### src/timer_capture_defs.svh
// offsets, field positions, reset values and timing counts of the capture block
// assumes: included by bare name from each design module
// Summary of operation
// - capture event copies counter into capture value; timer1 may use comparator
// - 16-bit capture value read coherently through shared 8-bit high latch
// - capture value may serve as counter top in the matching waveform modes
// - enable register: capture bit5, match c/b/a bits3..1, wrap bit0
// - request while flag set, its enable set and global enable set
// - capture flag sets on each selected edge of the capture source, after the filter when on, while capture value is not top
// - in capture-top modes capture flag sets when counter reaches top
// - flags clear on vector execution or software write of one
// - match flag sets one timer tick after counter equals compare value
// - forced match strobes never touch match flags
// - wrap flag sets on counter overflow reported by the counter
// - flag register: capture bit5, match c/b/a bits3..1, wrap bit0
// - edge select zero picks falling edge, one picks rising edge
// - filter needs four equal samples, delaying capture four cycles
// - capture pin disconnected while capture value is top
`ifndef TIMER_CAPTURE_DEFS_SVH
`define TIMER_CAPTURE_DEFS_SVH
// per-timer block offsets, address bit 5 picks timer3
`define OFS_ENABLE     5'h00
`define OFS_FLAGS      5'h04
`define OFS_CTRL       5'h08
`define OFS_CAP_LO     5'h0C
`define OFS_CAP_HI     5'h10
`define TIMER_SEL_BIT  5
// common registers
`define OFS_FORCE      8'h40
`define OFS_STATUS     8'h44
`define OFS_MASK       8'h48
// flag and enable layout
`define BIT_CAPTURE    5
`define BIT_MATCH_C    3
`define BIT_MATCH_B    2
`define BIT_MATCH_A    1
`define BIT_WRAP       0
`define IRQ_REG_MASK   8'h2F
`define REG_RESET      8'h00
// control register layout
`define CTRL_FILTER    7
`define CTRL_EDGE      6
`define CTRL_SRC       5
`define CTRL_MASK_T1   8'hEF
`define CTRL_MASK_T3   8'hCF
`define MODE_TOP_CTC   4'hC
`define MODE_TOP_PWM   4'hE
// force register: timer3 strobes sit this far above timer1
`define FORCE_T3_LSB   4
// noise filter sample count
`define FILTER_LEN     4
`endif

### src/timer_capture_pkg.sv
// types shared by the timer capture and interrupt flag block
// assumes: compiled before the design modules
package timer_capture_pkg;
    // register picked by an apb address
    typedef enum logic [3:0] {SEL_NONE, SEL_ENABLE, SEL_FLAGS, SEL_CTRL, SEL_CAP_LO,
                              SEL_CAP_HI, SEL_FORCE, SEL_STATUS, SEL_MASK} reg_sel_type;
    typedef logic [15:0] count_type;   // counter and capture word
    typedef logic [7:0]  byte_type;    // one register byte
endpackage

### src/timer_capture_irq.sv
// capture registers, flag/enable registers and apb slave for timers 1 and 3
// assumes: counter, comparators and waveform unit outside; index 0 is timer1
//
// The register offsets and the APB register port were left to the implementer.
`timescale 1ns/1ns
`include "timer_capture_defs.svh"
module timer_capture_irq (
    input  wire logic                              mclk,              // i/o clock
    input  wire logic                              sys_rst,           // sync reset
    input  wire logic                              psel,              // apb select
    input  wire logic                              penable,           // apb enable
    input  wire logic                              pwrite,            // apb write
    input  wire logic [7:0]                        paddr,             // apb byte address
    input  wire logic [31:0]                       pwdata,            // apb write data
    output logic      [31:0]                       prdata,            // apb read data
    output logic                                   pready,            // apb ready
    output logic                                   pslverr,           // unmapped address
    input  wire logic [1:0]                        timer_tick,        // timer clock enables
    input  wire timer_capture_pkg::count_type [1:0] timer_count,      // counter values
    input  wire logic [1:0][2:0]                   compare_match,     // counter equals c,b,a
    input  wire logic [1:0]                        counter_wrap,      // overflow at tick
    input  wire logic [1:0]                        capture_input_pin, // capture pins
    input  wire logic                              comparator_out,    // analog comparator
    input  wire logic                              global_irq_en,     // cpu global enable
    input  wire logic [1:0][7:0]                   vector_ack,        // vector executed
    output timer_capture_pkg::count_type [1:0]     capture_value,     // capture words
    output logic      [1:0]                        capture_is_top,    // capture value is top
    output logic      [1:0][2:0]                   force_match,       // forced match strobes
    output logic      [1:0][7:0]                   timer_irq_req,     // per-source requests
    output logic                                   irq                // capture summary irq
);
    import timer_capture_pkg::*;

    logic [1:0][7:0] irq_enable, next_irq_enable, ctrl, next_ctrl, flags, clr_ones;
    logic [1:0][2:0] next_force;
    logic [1:0]      cap_wr, cap_evt, status, next_status, mask, next_mask, next_is_top;
    byte_type        temp_hi, next_temp_hi, held_hi, next_held_hi;
    count_type       cap_wdata;
    logic [31:0]     next_prdata;
    logic            next_pready, next_pslverr, next_irq, setup, done, tsel;
    reg_sel_type     sel;

    // register picked by an address
    function automatic reg_sel_type decode(input logic [7:0] a);
        reg_sel_type s;
        s = SEL_NONE;
        if (a[7:6] == 2'b00) begin
            case (a[4:0])
                `OFS_ENABLE: s = SEL_ENABLE;
                `OFS_FLAGS:  s = SEL_FLAGS;
                `OFS_CTRL:   s = SEL_CTRL;
                `OFS_CAP_LO: s = SEL_CAP_LO;
                `OFS_CAP_HI: s = SEL_CAP_HI;
                default:     s = SEL_NONE;
            endcase
        end else begin
            case (a)
                `OFS_FORCE:  s = SEL_FORCE;
                `OFS_STATUS: s = SEL_STATUS;
                `OFS_MASK:   s = SEL_MASK;
                default:     s = SEL_NONE;
            endcase
        end
        return s;
    endfunction

    // waveform modes that use the capture value as top
    function automatic logic top_mode(input logic [3:0] mode);
        return (mode == `MODE_TOP_CTC) || (mode == `MODE_TOP_PWM);
    endfunction

    // per-timer capture and flag logic
    for (genvar i = 0; i < 2; i++) begin : g_timer
        capture_unit u_cap (
            .mclk      (mclk),
            .sys_rst   (sys_rst),
            .tick      (timer_tick[i]),
            .pin       (capture_input_pin[i]),
            .acomp     (comparator_out),
            .src_sel   (ctrl[i][`CTRL_SRC]),
            .filter_en (ctrl[i][`CTRL_FILTER]),
            .edge_sel  (ctrl[i][`CTRL_EDGE]),
            .is_top    (capture_is_top[i]),
            .count     (timer_count[i]),
            .wr_en     (cap_wr[i]),
            .wr_data   (cap_wdata),
            .value     (capture_value[i]),
            .event_q   (cap_evt[i])
        );
        irq_flag_unit u_flag (
            .mclk     (mclk),
            .sys_rst  (sys_rst),
            .tick     (timer_tick[i]),
            .match    (compare_match[i]),
            .wrap     (counter_wrap[i]),
            .capture  (cap_evt[i]),
            .vec_ack  (vector_ack[i]),
            .clr_ones (clr_ones[i]),
            .enable   (irq_enable[i]),
            .gie      (global_irq_en),
            .flags    (flags[i]),
            .irq_req  (timer_irq_req[i])
        );
    end

    // apb phases: answer at the first access cycle, effects at completion
    assign setup = psel && !penable;
    assign done  = psel && penable && pready;
    assign sel   = decode(paddr);
    assign tsel  = paddr[`TIMER_SEL_BIT];

    // register file next values
    always_comb begin
        next_pready     = setup;
        next_pslverr    = setup && (sel == SEL_NONE);
        next_prdata     = setup ? 32'h0000_0000 : prdata;
        next_held_hi    = held_hi;
        next_temp_hi    = temp_hi;
        next_irq_enable = irq_enable;
        next_ctrl       = ctrl;
        next_mask       = mask;
        next_status     = status | cap_evt;
        next_force      = '0;
        clr_ones        = '0;
        cap_wr          = 2'b00;
        cap_wdata       = {temp_hi, pwdata[7:0]};
        if (setup && !pwrite) begin
            case (sel)
                SEL_ENABLE: next_prdata[7:0] = irq_enable[tsel];
                SEL_FLAGS:  next_prdata[7:0] = flags[tsel];
                SEL_CTRL:   next_prdata[7:0] = ctrl[tsel];
                SEL_CAP_LO: begin
                    next_prdata[7:0] = capture_value[tsel][7:0];
                    next_held_hi     = capture_value[tsel][15:8];
                end
                SEL_CAP_HI: next_prdata[7:0] = temp_hi;
                SEL_STATUS: next_prdata[1:0] = status;
                SEL_MASK:   next_prdata[1:0] = mask;
                default:    next_prdata = 32'h0000_0000;  // force and unmapped
            endcase
        end
        if (done && pwrite) begin
            case (sel)
                SEL_ENABLE: next_irq_enable[tsel] = pwdata[7:0] & `IRQ_REG_MASK;
                SEL_FLAGS:  clr_ones[tsel] = pwdata[7:0] & `IRQ_REG_MASK;
                SEL_CTRL:   next_ctrl[tsel] = pwdata[7:0]
                                & (tsel ? `CTRL_MASK_T3 : `CTRL_MASK_T1);
                SEL_CAP_LO: cap_wr[tsel] = 1'b1;
                SEL_CAP_HI: next_temp_hi = pwdata[7:0];
                // strobes go to the waveform unit only, never to flags
                SEL_FORCE: begin
                    next_force[0] = pwdata[2:0];
                    next_force[1] = pwdata[`FORCE_T3_LSB+2:`FORCE_T3_LSB];
                end
                SEL_MASK:   next_mask = pwdata[1:0];
                default:    next_mask = mask;
            endcase
        end
        if (done && !pwrite) begin
            if (sel == SEL_CAP_LO)
                next_temp_hi = held_hi;
            if (sel == SEL_STATUS)
                next_status = (status & ~prdata[1:0]) | cap_evt;
        end
        for (int i = 0; i < 2; i++)
            next_is_top[i] = top_mode(next_ctrl[i][3:0]);
        next_irq = |(next_status & next_mask);
    end

    always_ff @(posedge mclk) begin
        if (sys_rst) begin
            prdata         <= 32'h0000_0000;
            pready         <= 1'b0;
            pslverr        <= 1'b0;
            irq_enable     <= {`REG_RESET, `REG_RESET};
            ctrl           <= {`REG_RESET, `REG_RESET};
            temp_hi        <= 8'h00;
            held_hi        <= 8'h00;
            status         <= 2'b00;
            mask           <= 2'b00;
            capture_is_top <= 2'b00;
            force_match    <= '0;
            irq            <= 1'b0;
        end else begin
            prdata         <= next_prdata;
            pready         <= next_pready;
            pslverr        <= next_pslverr;
            irq_enable     <= next_irq_enable;
            ctrl           <= next_ctrl;
            temp_hi        <= next_temp_hi;
            held_hi        <= next_held_hi;
            status         <= next_status;
            mask           <= next_mask;
            capture_is_top <= next_is_top;
            force_match    <= next_force;
            irq            <= next_irq;
        end
    end
endmodule // timer_capture_irq

### src/capture_unit.sv
// input capture of one timer: source select, filter, edge detect, capture word
// assumes: pin, comparator and counter synchronous to mclk
`timescale 1ns/1ns
`include "timer_capture_defs.svh"
module capture_unit (
    input  wire logic                       mclk,      // i/o clock
    input  wire logic                       sys_rst,   // sync reset
    input  wire logic                       tick,      // timer clock enable
    input  wire logic                       pin,       // capture input pin
    input  wire logic                       acomp,     // comparator output
    input  wire logic                       src_sel,   // 1: comparator source
    input  wire logic                       filter_en, // noise filter on
    input  wire logic                       edge_sel,  // 1: rising edge
    input  wire logic                       is_top,    // capture value is top
    input  wire timer_capture_pkg::count_type count,   // counter value
    input  wire logic                       wr_en,     // software write
    input  wire timer_capture_pkg::count_type wr_data, // written word
    output timer_capture_pkg::count_type    value,     // capture value
    output logic                            event_q    // capture flag set pulse
);
    import timer_capture_pkg::*;

    logic [`FILTER_LEN-2:0] hist, next_hist;
    logic      raw, sig, filt_q, next_filt, prev_q, edge_hit, top_hit, next_event;
    count_type next_value;

    // source, filtered or raw level, edge and top hit
    assign raw      = src_sel ? acomp : pin;
    assign sig      = filter_en ? filt_q : raw;
    assign edge_hit = !is_top
                      && (edge_sel ? (sig && !prev_q) : (!sig && prev_q));
    assign top_hit  = is_top && tick && (count == value);

    always_comb begin
        next_hist = {hist[`FILTER_LEN-3:0], raw};
        next_filt = filt_q;
        if (!filter_en)
            next_filt = raw;
        else if (&{hist, raw})
            next_filt = 1'b1;
        else if (~|{hist, raw})
            next_filt = 1'b0;
        next_value = value;
        if (wr_en)
            next_value = wr_data;
        else if (edge_hit)
            next_value = count;
        next_event = edge_hit || top_hit;
    end

    always_ff @(posedge mclk) begin
        if (sys_rst) begin
            hist    <= '0;
            filt_q  <= 1'b0;
            prev_q  <= 1'b0;
            value   <= 16'h0000;
            event_q <= 1'b0;
        end else begin
            hist    <= next_hist;
            filt_q  <= next_filt;
            prev_q  <= sig;
            value   <= next_value;
            event_q <= next_event;
        end
    end
endmodule // capture_unit

### src/irq_flag_unit.sv
// flag register and interrupt requests of one timer
// assumes: match and wrap levels come from the counter, valid at ticks
`timescale 1ns/1ns
`include "timer_capture_defs.svh"
module irq_flag_unit (
    input  wire logic       mclk,      // i/o clock
    input  wire logic       sys_rst,   // sync reset
    input  wire logic       tick,      // timer clock enable
    input  wire logic [2:0] match,     // counter equals compare c,b,a
    input  wire logic       wrap,      // counter overflow this tick
    input  wire logic       capture,   // capture event pulse
    input  wire logic [7:0] vec_ack,   // vector executed, flag layout
    input  wire logic [7:0] clr_ones,  // software ones to clear
    input  wire logic [7:0] enable,    // interrupt enable register
    input  wire logic       gie,       // global interrupt enable
    output logic      [7:0] flags,     // flag register
    output logic      [7:0] irq_req    // per-source requests
);
    logic [2:0] match_q, next_match_q;
    logic [7:0] set, next_flags, next_irq;

    // match seen at one tick sets its flag at the next tick
    always_comb begin
        set          = 8'h00;
        next_match_q = match_q;
        if (tick) begin
            next_match_q       = match;
            set[`BIT_MATCH_A]  = match_q[0];
            set[`BIT_MATCH_B]  = match_q[1];
            set[`BIT_MATCH_C]  = match_q[2];
            set[`BIT_WRAP]     = wrap;
        end
        set[`BIT_CAPTURE] = capture;
        // set wins over clear, zero writes keep the flag
        next_flags = ((flags & ~(vec_ack | clr_ones)) | set) & `IRQ_REG_MASK;
        next_irq   = next_flags & enable & {8{gie}};
    end

    always_ff @(posedge mclk) begin
        if (sys_rst) begin
            match_q <= 3'h0;
            flags   <= `REG_RESET;
            irq_req <= 8'h00;
        end else begin
            match_q <= next_match_q;
            flags   <= next_flags;
            irq_req <= next_irq;
        end
    end
endmodule // irq_flag_unit

### config.mk
export PLATFORM = sky130hd
export DESIGN_NAME = timer_capture_irq
export DESIGN_NICKNAME = d
export VERILOG_FILES = /design/src/timer_capture_pkg.sv /design/src/timer_capture_irq.sv /design/src/capture_unit.sv /design/src/irq_flag_unit.sv
export VERILOG_INCLUDE_DIRS = /design/src
export SDC_FILE = /design/constraint.sdc
export NUM_CORES = 1
export LEC_CHECK = 0
export ABC_AREA = 0
export CAP_MARGIN = 5
export CORE_MARGIN = 4
export CORE_UTILIZATION = 45
export CTS_CLUSTER_SIZE = 12
export DETAILED_ROUTE_END_ITERATION = 8
export DONT_BUFFER_PORTS = 1
export PLACE_DENSITY = 0.65
export SLEW_MARGIN = 30
export SYNTH_ARGS = -nofsm -noshare
export SYNTH_HDL_FRONTEND = slang
export SYNTH_SLANG_ARGS = --single-unit
export TNS_END_PERCENT = 30
### constraint.sdc
create_clock -name mclk -period 6.4 [get_ports mclk]
set_input_delay 1.28 -clock mclk [delete_from_list [all_inputs] [get_ports mclk]]
set_output_delay 1.28 -clock mclk [all_outputs]
set_load 0.01 [all_outputs]
==> results of run 1 <==
[cells by family (layout without fill, tap and decap cells)]
group	after synthesis	in the layout	synth area share (%)
flip-flops	157	157	42.72
other	1	6	0.05097
multiplexers	51	51	7.432
buffers and inverters	94	60	5.663
AO/OA/AOI/OAI	220	220	19.68
AND/OR/NAND/NOR	289	289	20.65
XOR/XNOR	32	32	3.810
[placed cells by master, fill, tap and decap left out, types with 14 or more instances in the layout]
master,synthesis,routed
o21ai_0,68,68
nand2_1,41,41
inv_1,21,21
nor2_1,78,78
a211oi_1,14,14
dfxtp_1,157,157
nand3_1,65,65
and2_1,31,31
mux2i_1,40,40
clkbuf_16,0,17
a311oi_1,35,35
xor2_1,26,26
a21oi_1,55,53
[cell usage after synthesis (all sizes together), types with 5 or more instances]
cell    count
dfxtp     157
nor2       78
o21ai      68
nand3      65
a21oi      55
clkbuf     46
nand2      41
mux2i      40
a311oi     35
and2       31
buf        27
xor2       26
inv        21
a211oi     16
nor3       12
nand4      11
nor2b      11
nor4       10
mux2        9
a311o       8
nand2b      7
o22ai       7
a32oi       6
xnor2       6
nor4b       5
[worst paths after layout]
path,endpoint,slack [ns],cells after the start
max,held_hi[1]$_SDFFE_PP0P_,3.61,4
min,g_timer[0].u_flag.irq_req[2]$_SDFF_PP0_,0.44,2
max reg2reg,temp_hi[1]$_SDFF_PP0_,4.31,4
min reg2reg,g_timer[0].u_flag.irq_req[2]$_SDFF_PP0_,0.44,2
[flip-flops by register name, indices dropped and copies added, names as in the netlist, 6 cells and up]
| name | count |
|---|---|
| ctrl | 14 |
| g_timer.u_flag.irq_req | 10 |
| prdata | 32 |
| temp_hi | 8 |
| g_timer.u_cap.value | 32 |
| force_match | 6 |
| held_hi | 8 |
| g_timer.u_flag.flags | 10 |
| g_timer.u_cap.hist | 6 |
| g_timer.u_flag.match_q | 6 |
| irq_enable | 10 |
[worst max-delay path, stage by stage]
cell and delay, ns:
or4_4 0.65, nor4_4 0.81, nor2_1 0.08, a211oi_1 0.29
[routing by layer]
layer | vias to the layer above | wire length, µm | GRT usage (%)
li1 | 2984 | - | -
met1 | 2960 | 9400 | 31.48
met2 | 272 | 10490 | 37.50
met3 | 28 | 1924 | 6.810
met4 | 0 | 397 | 7.951
met5 | - | 0 | 0
[per-stage QoR]
step                hold WS (ns)  power [W]  utilization (%)  worst slack (ns)
floorplan                 0.4183   0.001128                -             3.489
global placement          0.4415   0.001120            46.22             3.229
detailed placement        0.4377   0.001121            46.26             3.220
CTS                       0.4454   0.002193            50.17             3.669
global route              0.4687   0.002244            50.17             3.523
finish                    0.4431   0.002178            50.17             3.614
[final cells by class]
cell class	count	area share, %
Clock buffer	21	5.756
Inverter	21	0.9855
Clock inverter	10	2.033
Timing Repair Buffer	8	0.7508
Sequential cell	157	39.29
Multi-Input combinational cell	598	47.80
Tap cell	216	3.379
[power breakdown]
group	leakage, nW	internal, W	switching (W)
sequential	1.27	0.000993	0.0000202
clock	0.300	0.000672	0.000406
combinational	1.23	0.0000406	0.0000462
==> run metrics, run 1 <==
status=completed; Worst-path clk slew=0.06 ns; CTS max path bufs=2; mean post-synth cell area=8.717 µm²; Period minus WS final=2.786 ns; # rows=46; CP Launch Point=paddr[4]; Die Wd=135.9 µm; GR Overflow Total=0; routed len/inst=21.55 µm; Yosys cell types=65; placed cells=1000; worst hold start=irq_enable[2]$_SDFFE_PP0P_; number of global-route vias before repair=5827; vias per std cell=6.056; Slew Limit Headroom=40.95%; Setup Fix Bufs, Post-CTS=0; via count=6244; diode count=0; Area Overhead vs Synth=8.724%; clock latency at the later pin of the worst-skew pair=0.43 ns; Max Cap Violations=0; critical path arrival=3.11 ns; Worst setup EP type=flip-flop; First DRT Iteration DRCs=637; hold buffer count at cts=0; H-Tree Depth=4; Routed Antenna Nets=0; EDFF count, synth=0; drt drc=0; Synth top area share=42.72%; fin cells=1031; CTS Root Cell=clkbuf_16; Core Footprint=15940 µm²; startpoint types=primary input; Critical Path RT=6.73 ns; register bit total from synthesis=157; Multi-input gate area=3824 µm²; # nets final=910; GRT Total Usage=23.80%; Peak VDD IR=0.2057 mV; post-cts resize count=0; Hold/Removal Path Class=flip-flop to flip-flop; PwrDens=272.3 nW/µm²; RSZ-0062 raised after global routing=no; Tcrit/Tclk final=43.52%; largest net degree at the start of global routing=119; Routability Congestion=0.8198; Yosys Warn Count=0; drt pass-1 iters=7; Initial Utilization=46.15%; CTS Buf Count=17; total clock sinks=157; Final Hold Fails=0; Routed WL=22210 µm; final setup vio count=0; I/O Pins=198; Achievable Freq=359.0 MHz; Fillers=1535; DP Area=7376 µm²; Mapped Area=7357 µm²; CTS tree=done; Gate Count Post-Synth=844; share of cells above drive strength 1=7.730%; Seq/Total Area, Yosys=42.72%; global-route wire length before repair=34110 µm; dominant cell type by area after synthesis=dfxtp_1; FF+latch area=3143 µm²; die area=18460 µm²; Worst Tran Pin Value=0.8791 ns; LEAKAGE=2.798 nW; predominant post-synthesis flop cell=dfxtp_1; pins over their slew limit=0; Synth area leaders=dfxtp_1 (43%), mux2i_1 (5.4%), o21ai_0 (4.6%); initial antenna violation count=0; Reg2Reg Launch Point=pready$_SDFF_PP0_; final instance area=7999 µm²; setup_tns=0 ns; CP Max Fanout=16; Die H=135.9 µm; Worst Clk Skew=0.007067 ns; Post-DP HPWL=15490 µm; Crit Path Category=primary input to flip-flop; Async S/R FF share, synth=0%; port bufs=0
Power figures use the tool's default switching activity.
==> run 2, diff against run 1 <==
==> constraint.sdc (replaced) <==
create_clock -name mclk -period 2.6 [get_ports mclk]
set_input_delay 0.52 -clock mclk [delete_from_list [all_inputs] [get_ports mclk]]
set_output_delay 0.52 -clock mclk [all_outputs]
set_load 0.01 [all_outputs]
==> run metrics, run 2 (same netlist as run 1, synthesis figures left out) <==
status=completed; largest net degree at the start of global routing=119 (unchanged); Area Overhead vs Synth=9.082%; clock latency at the later pin of the worst-skew pair=0.43 ns (about the same); Initial Utilization=46.15% (unchanged); Critical Path RT=2.96 ns (-3.77 ns); drt pass-1 iters=6 (-1); LEAKAGE=2.840 nW (+1.5%); Post-DP HPWL=15600 µm (+0.70%); Largest regs=g_timer.u_cap.value (32), prdata (32), ctrl (14); number of global-route vias before repair=5810 (-0.29%); setup slack at placement=0.3356 ns (-2.884 ns); Period minus WS final=2.129 ns; most frequent cells in the layout=dfxtp_1 (157), nor2_1 (78), o21ai_0 (68); final setup vio count=0 (unchanged); worst hold start=sys_rst; vias per std cell=5.997 (-0.98%); CP Launch Point=pready$_SDFF_PP0_; # rows=46 (unchanged); startpoint types=flip-flop; Reg2Reg Launch Point=pready$_SDFF_PP0_; Slew Limit Headroom=44.43% (+3.5 points); First DRT Iteration DRCs=580 (-8.9%); setup_tns=0 ns (unchanged); Hold/Removal Path Class=primary input to flip-flop; most common cell after layout, fill and taps aside=dfxtp_1; CTS Root Cell=clkbuf_16; Routed WL=22320 µm (+0.49%); CTS tree=done; H-Tree Depth=4 (unchanged); Worst-path clk slew=0.06 ns (about the same); post-cts resize count=0 (unchanged); port bufs=0 (unchanged); fin worst setup slack=0.4708 ns (-3.144 ns); Tcrit/Tclk final=81.89%; Worst setup EP type=flip-flop; PwrDens=639.7 nW/µm² (+130%); Post-Route Utilization=50.34% (+0.16 points); via count=6255 (+0.18%); Achievable Freq=469.7 MHz; I/O Pins=198 (unchanged); Multi-input gate area=3816 µm² (-0.20%); critical path arrival=2.49 ns (-0.62 ns); Routability Congestion=0.8510 (+3.8%); pins over their slew limit=0 (unchanged); die area=18460 µm² (unchanged); total clock sinks=157 (unchanged); Final Hold Fails=0 (unchanged); GR Overflow Total=0 (unchanged); routed len/inst=21.40 µm (-0.67%); GRT Total Usage=23.95% (+0.15 points); Max Cap Violations=0 (unchanged); RSZ-0062 raised after global routing=no; Peak VDD IR=0.4895 mV (+140%); Worst Tran Pin Value=0.8320 ns (-0.04707 ns); Core Footprint=15940 µm² (unchanged); Crit Path Category=flip-flop to flip-flop; Die H=135.9 µm (unchanged); global-route wire length before repair=33960 µm (-0.43%); CTS Buf Count=17 (unchanged); CP Max Fanout=6 (-10); Worst Clk Skew=0.01237 ns (+0.005299 ns); CTS max path bufs=2 (unchanged); Die Wd=135.9 µm (unchanged); drt drc=0 (unchanged); Fillers=1555 (+1.3%); Setup Fix Bufs, Post-CTS=0 (unchanged); FF+latch area=3143 µm² (unchanged); # nets final=923 (+1.4%); hold buffer count at cts=0 (unchanged); share of cells above drive strength 1=8.464% (+0.73 points); Routed Antenna Nets=0 (unchanged); diode count=0 (unchanged); initial antenna violation count=0 (unchanged)
==> run 2: cell types whose count changed in the layout (fill, tap and decap cells not counted) <==
cell        delta
a21oi_2        -2
a21oi_1        +2
bufinv_16      -2
clkinvlp_4     -2
clkbuf_1       +3
inv_6          -1
buf_4         +13
clkinv_4       +1
==> run 2: worst paths after layout <==
kind                                                                 to  slack, ns  cells past startpoint
worst max-delay path                          force_match[3]$_SDFF_PP0_       0.47                      4
worst min-delay path                               status[1]$_SDFF_PP0_       0.18                      1
worst max register to register                force_match[3]$_SDFF_PP0_       0.47                      4
worst min register to register  g_timer[0].u_flag.irq_req[1]$_SDFF_PP0_       0.45                      2
==> run 2: power breakdown <==
| group | switching [W] | leakage, nW | internal (W) |
|---|---|---|---|
| registers | 0.0000497 | 1.27 | 0.00244 |
| logic | 0.000116 | 1.30 | 0.000105 |
| clock network | 0.000965 | 0.274 | 0.00145 |
==> run 2: worst max-delay path, stage by stage, from the launching register on <==
cell and delay [ns]:
dfxtp_1 0.42, nand4_1 0.33, or3_1 0.42, a2111oi_2 0.66, and2_1 0.23
==> run 2: stage by stage <==
stage / instance area [µm²] / instances / total power, W / hold WS (ns)
global placement: 7466 / 1013 / 0.002762 / 0.4432
detailed placement: 7466 / 1013 / 0.002764 / 0.4357
global route: 8025 / 1043 / 0.005303 / 0.1588
floorplan: 7376 / 849 / 0.002777 / 0.4183
finish: 8025 / 1043 / 0.005133 / 0.1794
CTS: 8025 / 1043 / 0.005170 / 0.1627
==> run 2: final cells by class <==
| type | count | share of cell area (%) |
|---|---|---|
| clock buffer | 24 | 5.878 |
| tap | 216 | 3.368 |
| clock inverter | 6 | 1.091 |
| multi-input combinational | 598 | 47.55 |
| sequential | 157 | 39.16 |
| inverter | 21 | 0.9822 |
| timing repair buffer | 21 | 1.964 |
==> run 2: layer usage <==
metal / wire length (µm) / part of all wire (%) / GRT usage, % / vias up
met5: 0 / 0 / 0 / -
met4: 440 / 2.0 / 7.839 / 0
met3: 1916 / 8.6 / 7.476 / 29
met2: 10460 / 47 / 37.75 / 260
met1: 9504 / 43 / 31.35 / 2960
li1: - / - / - / 3006
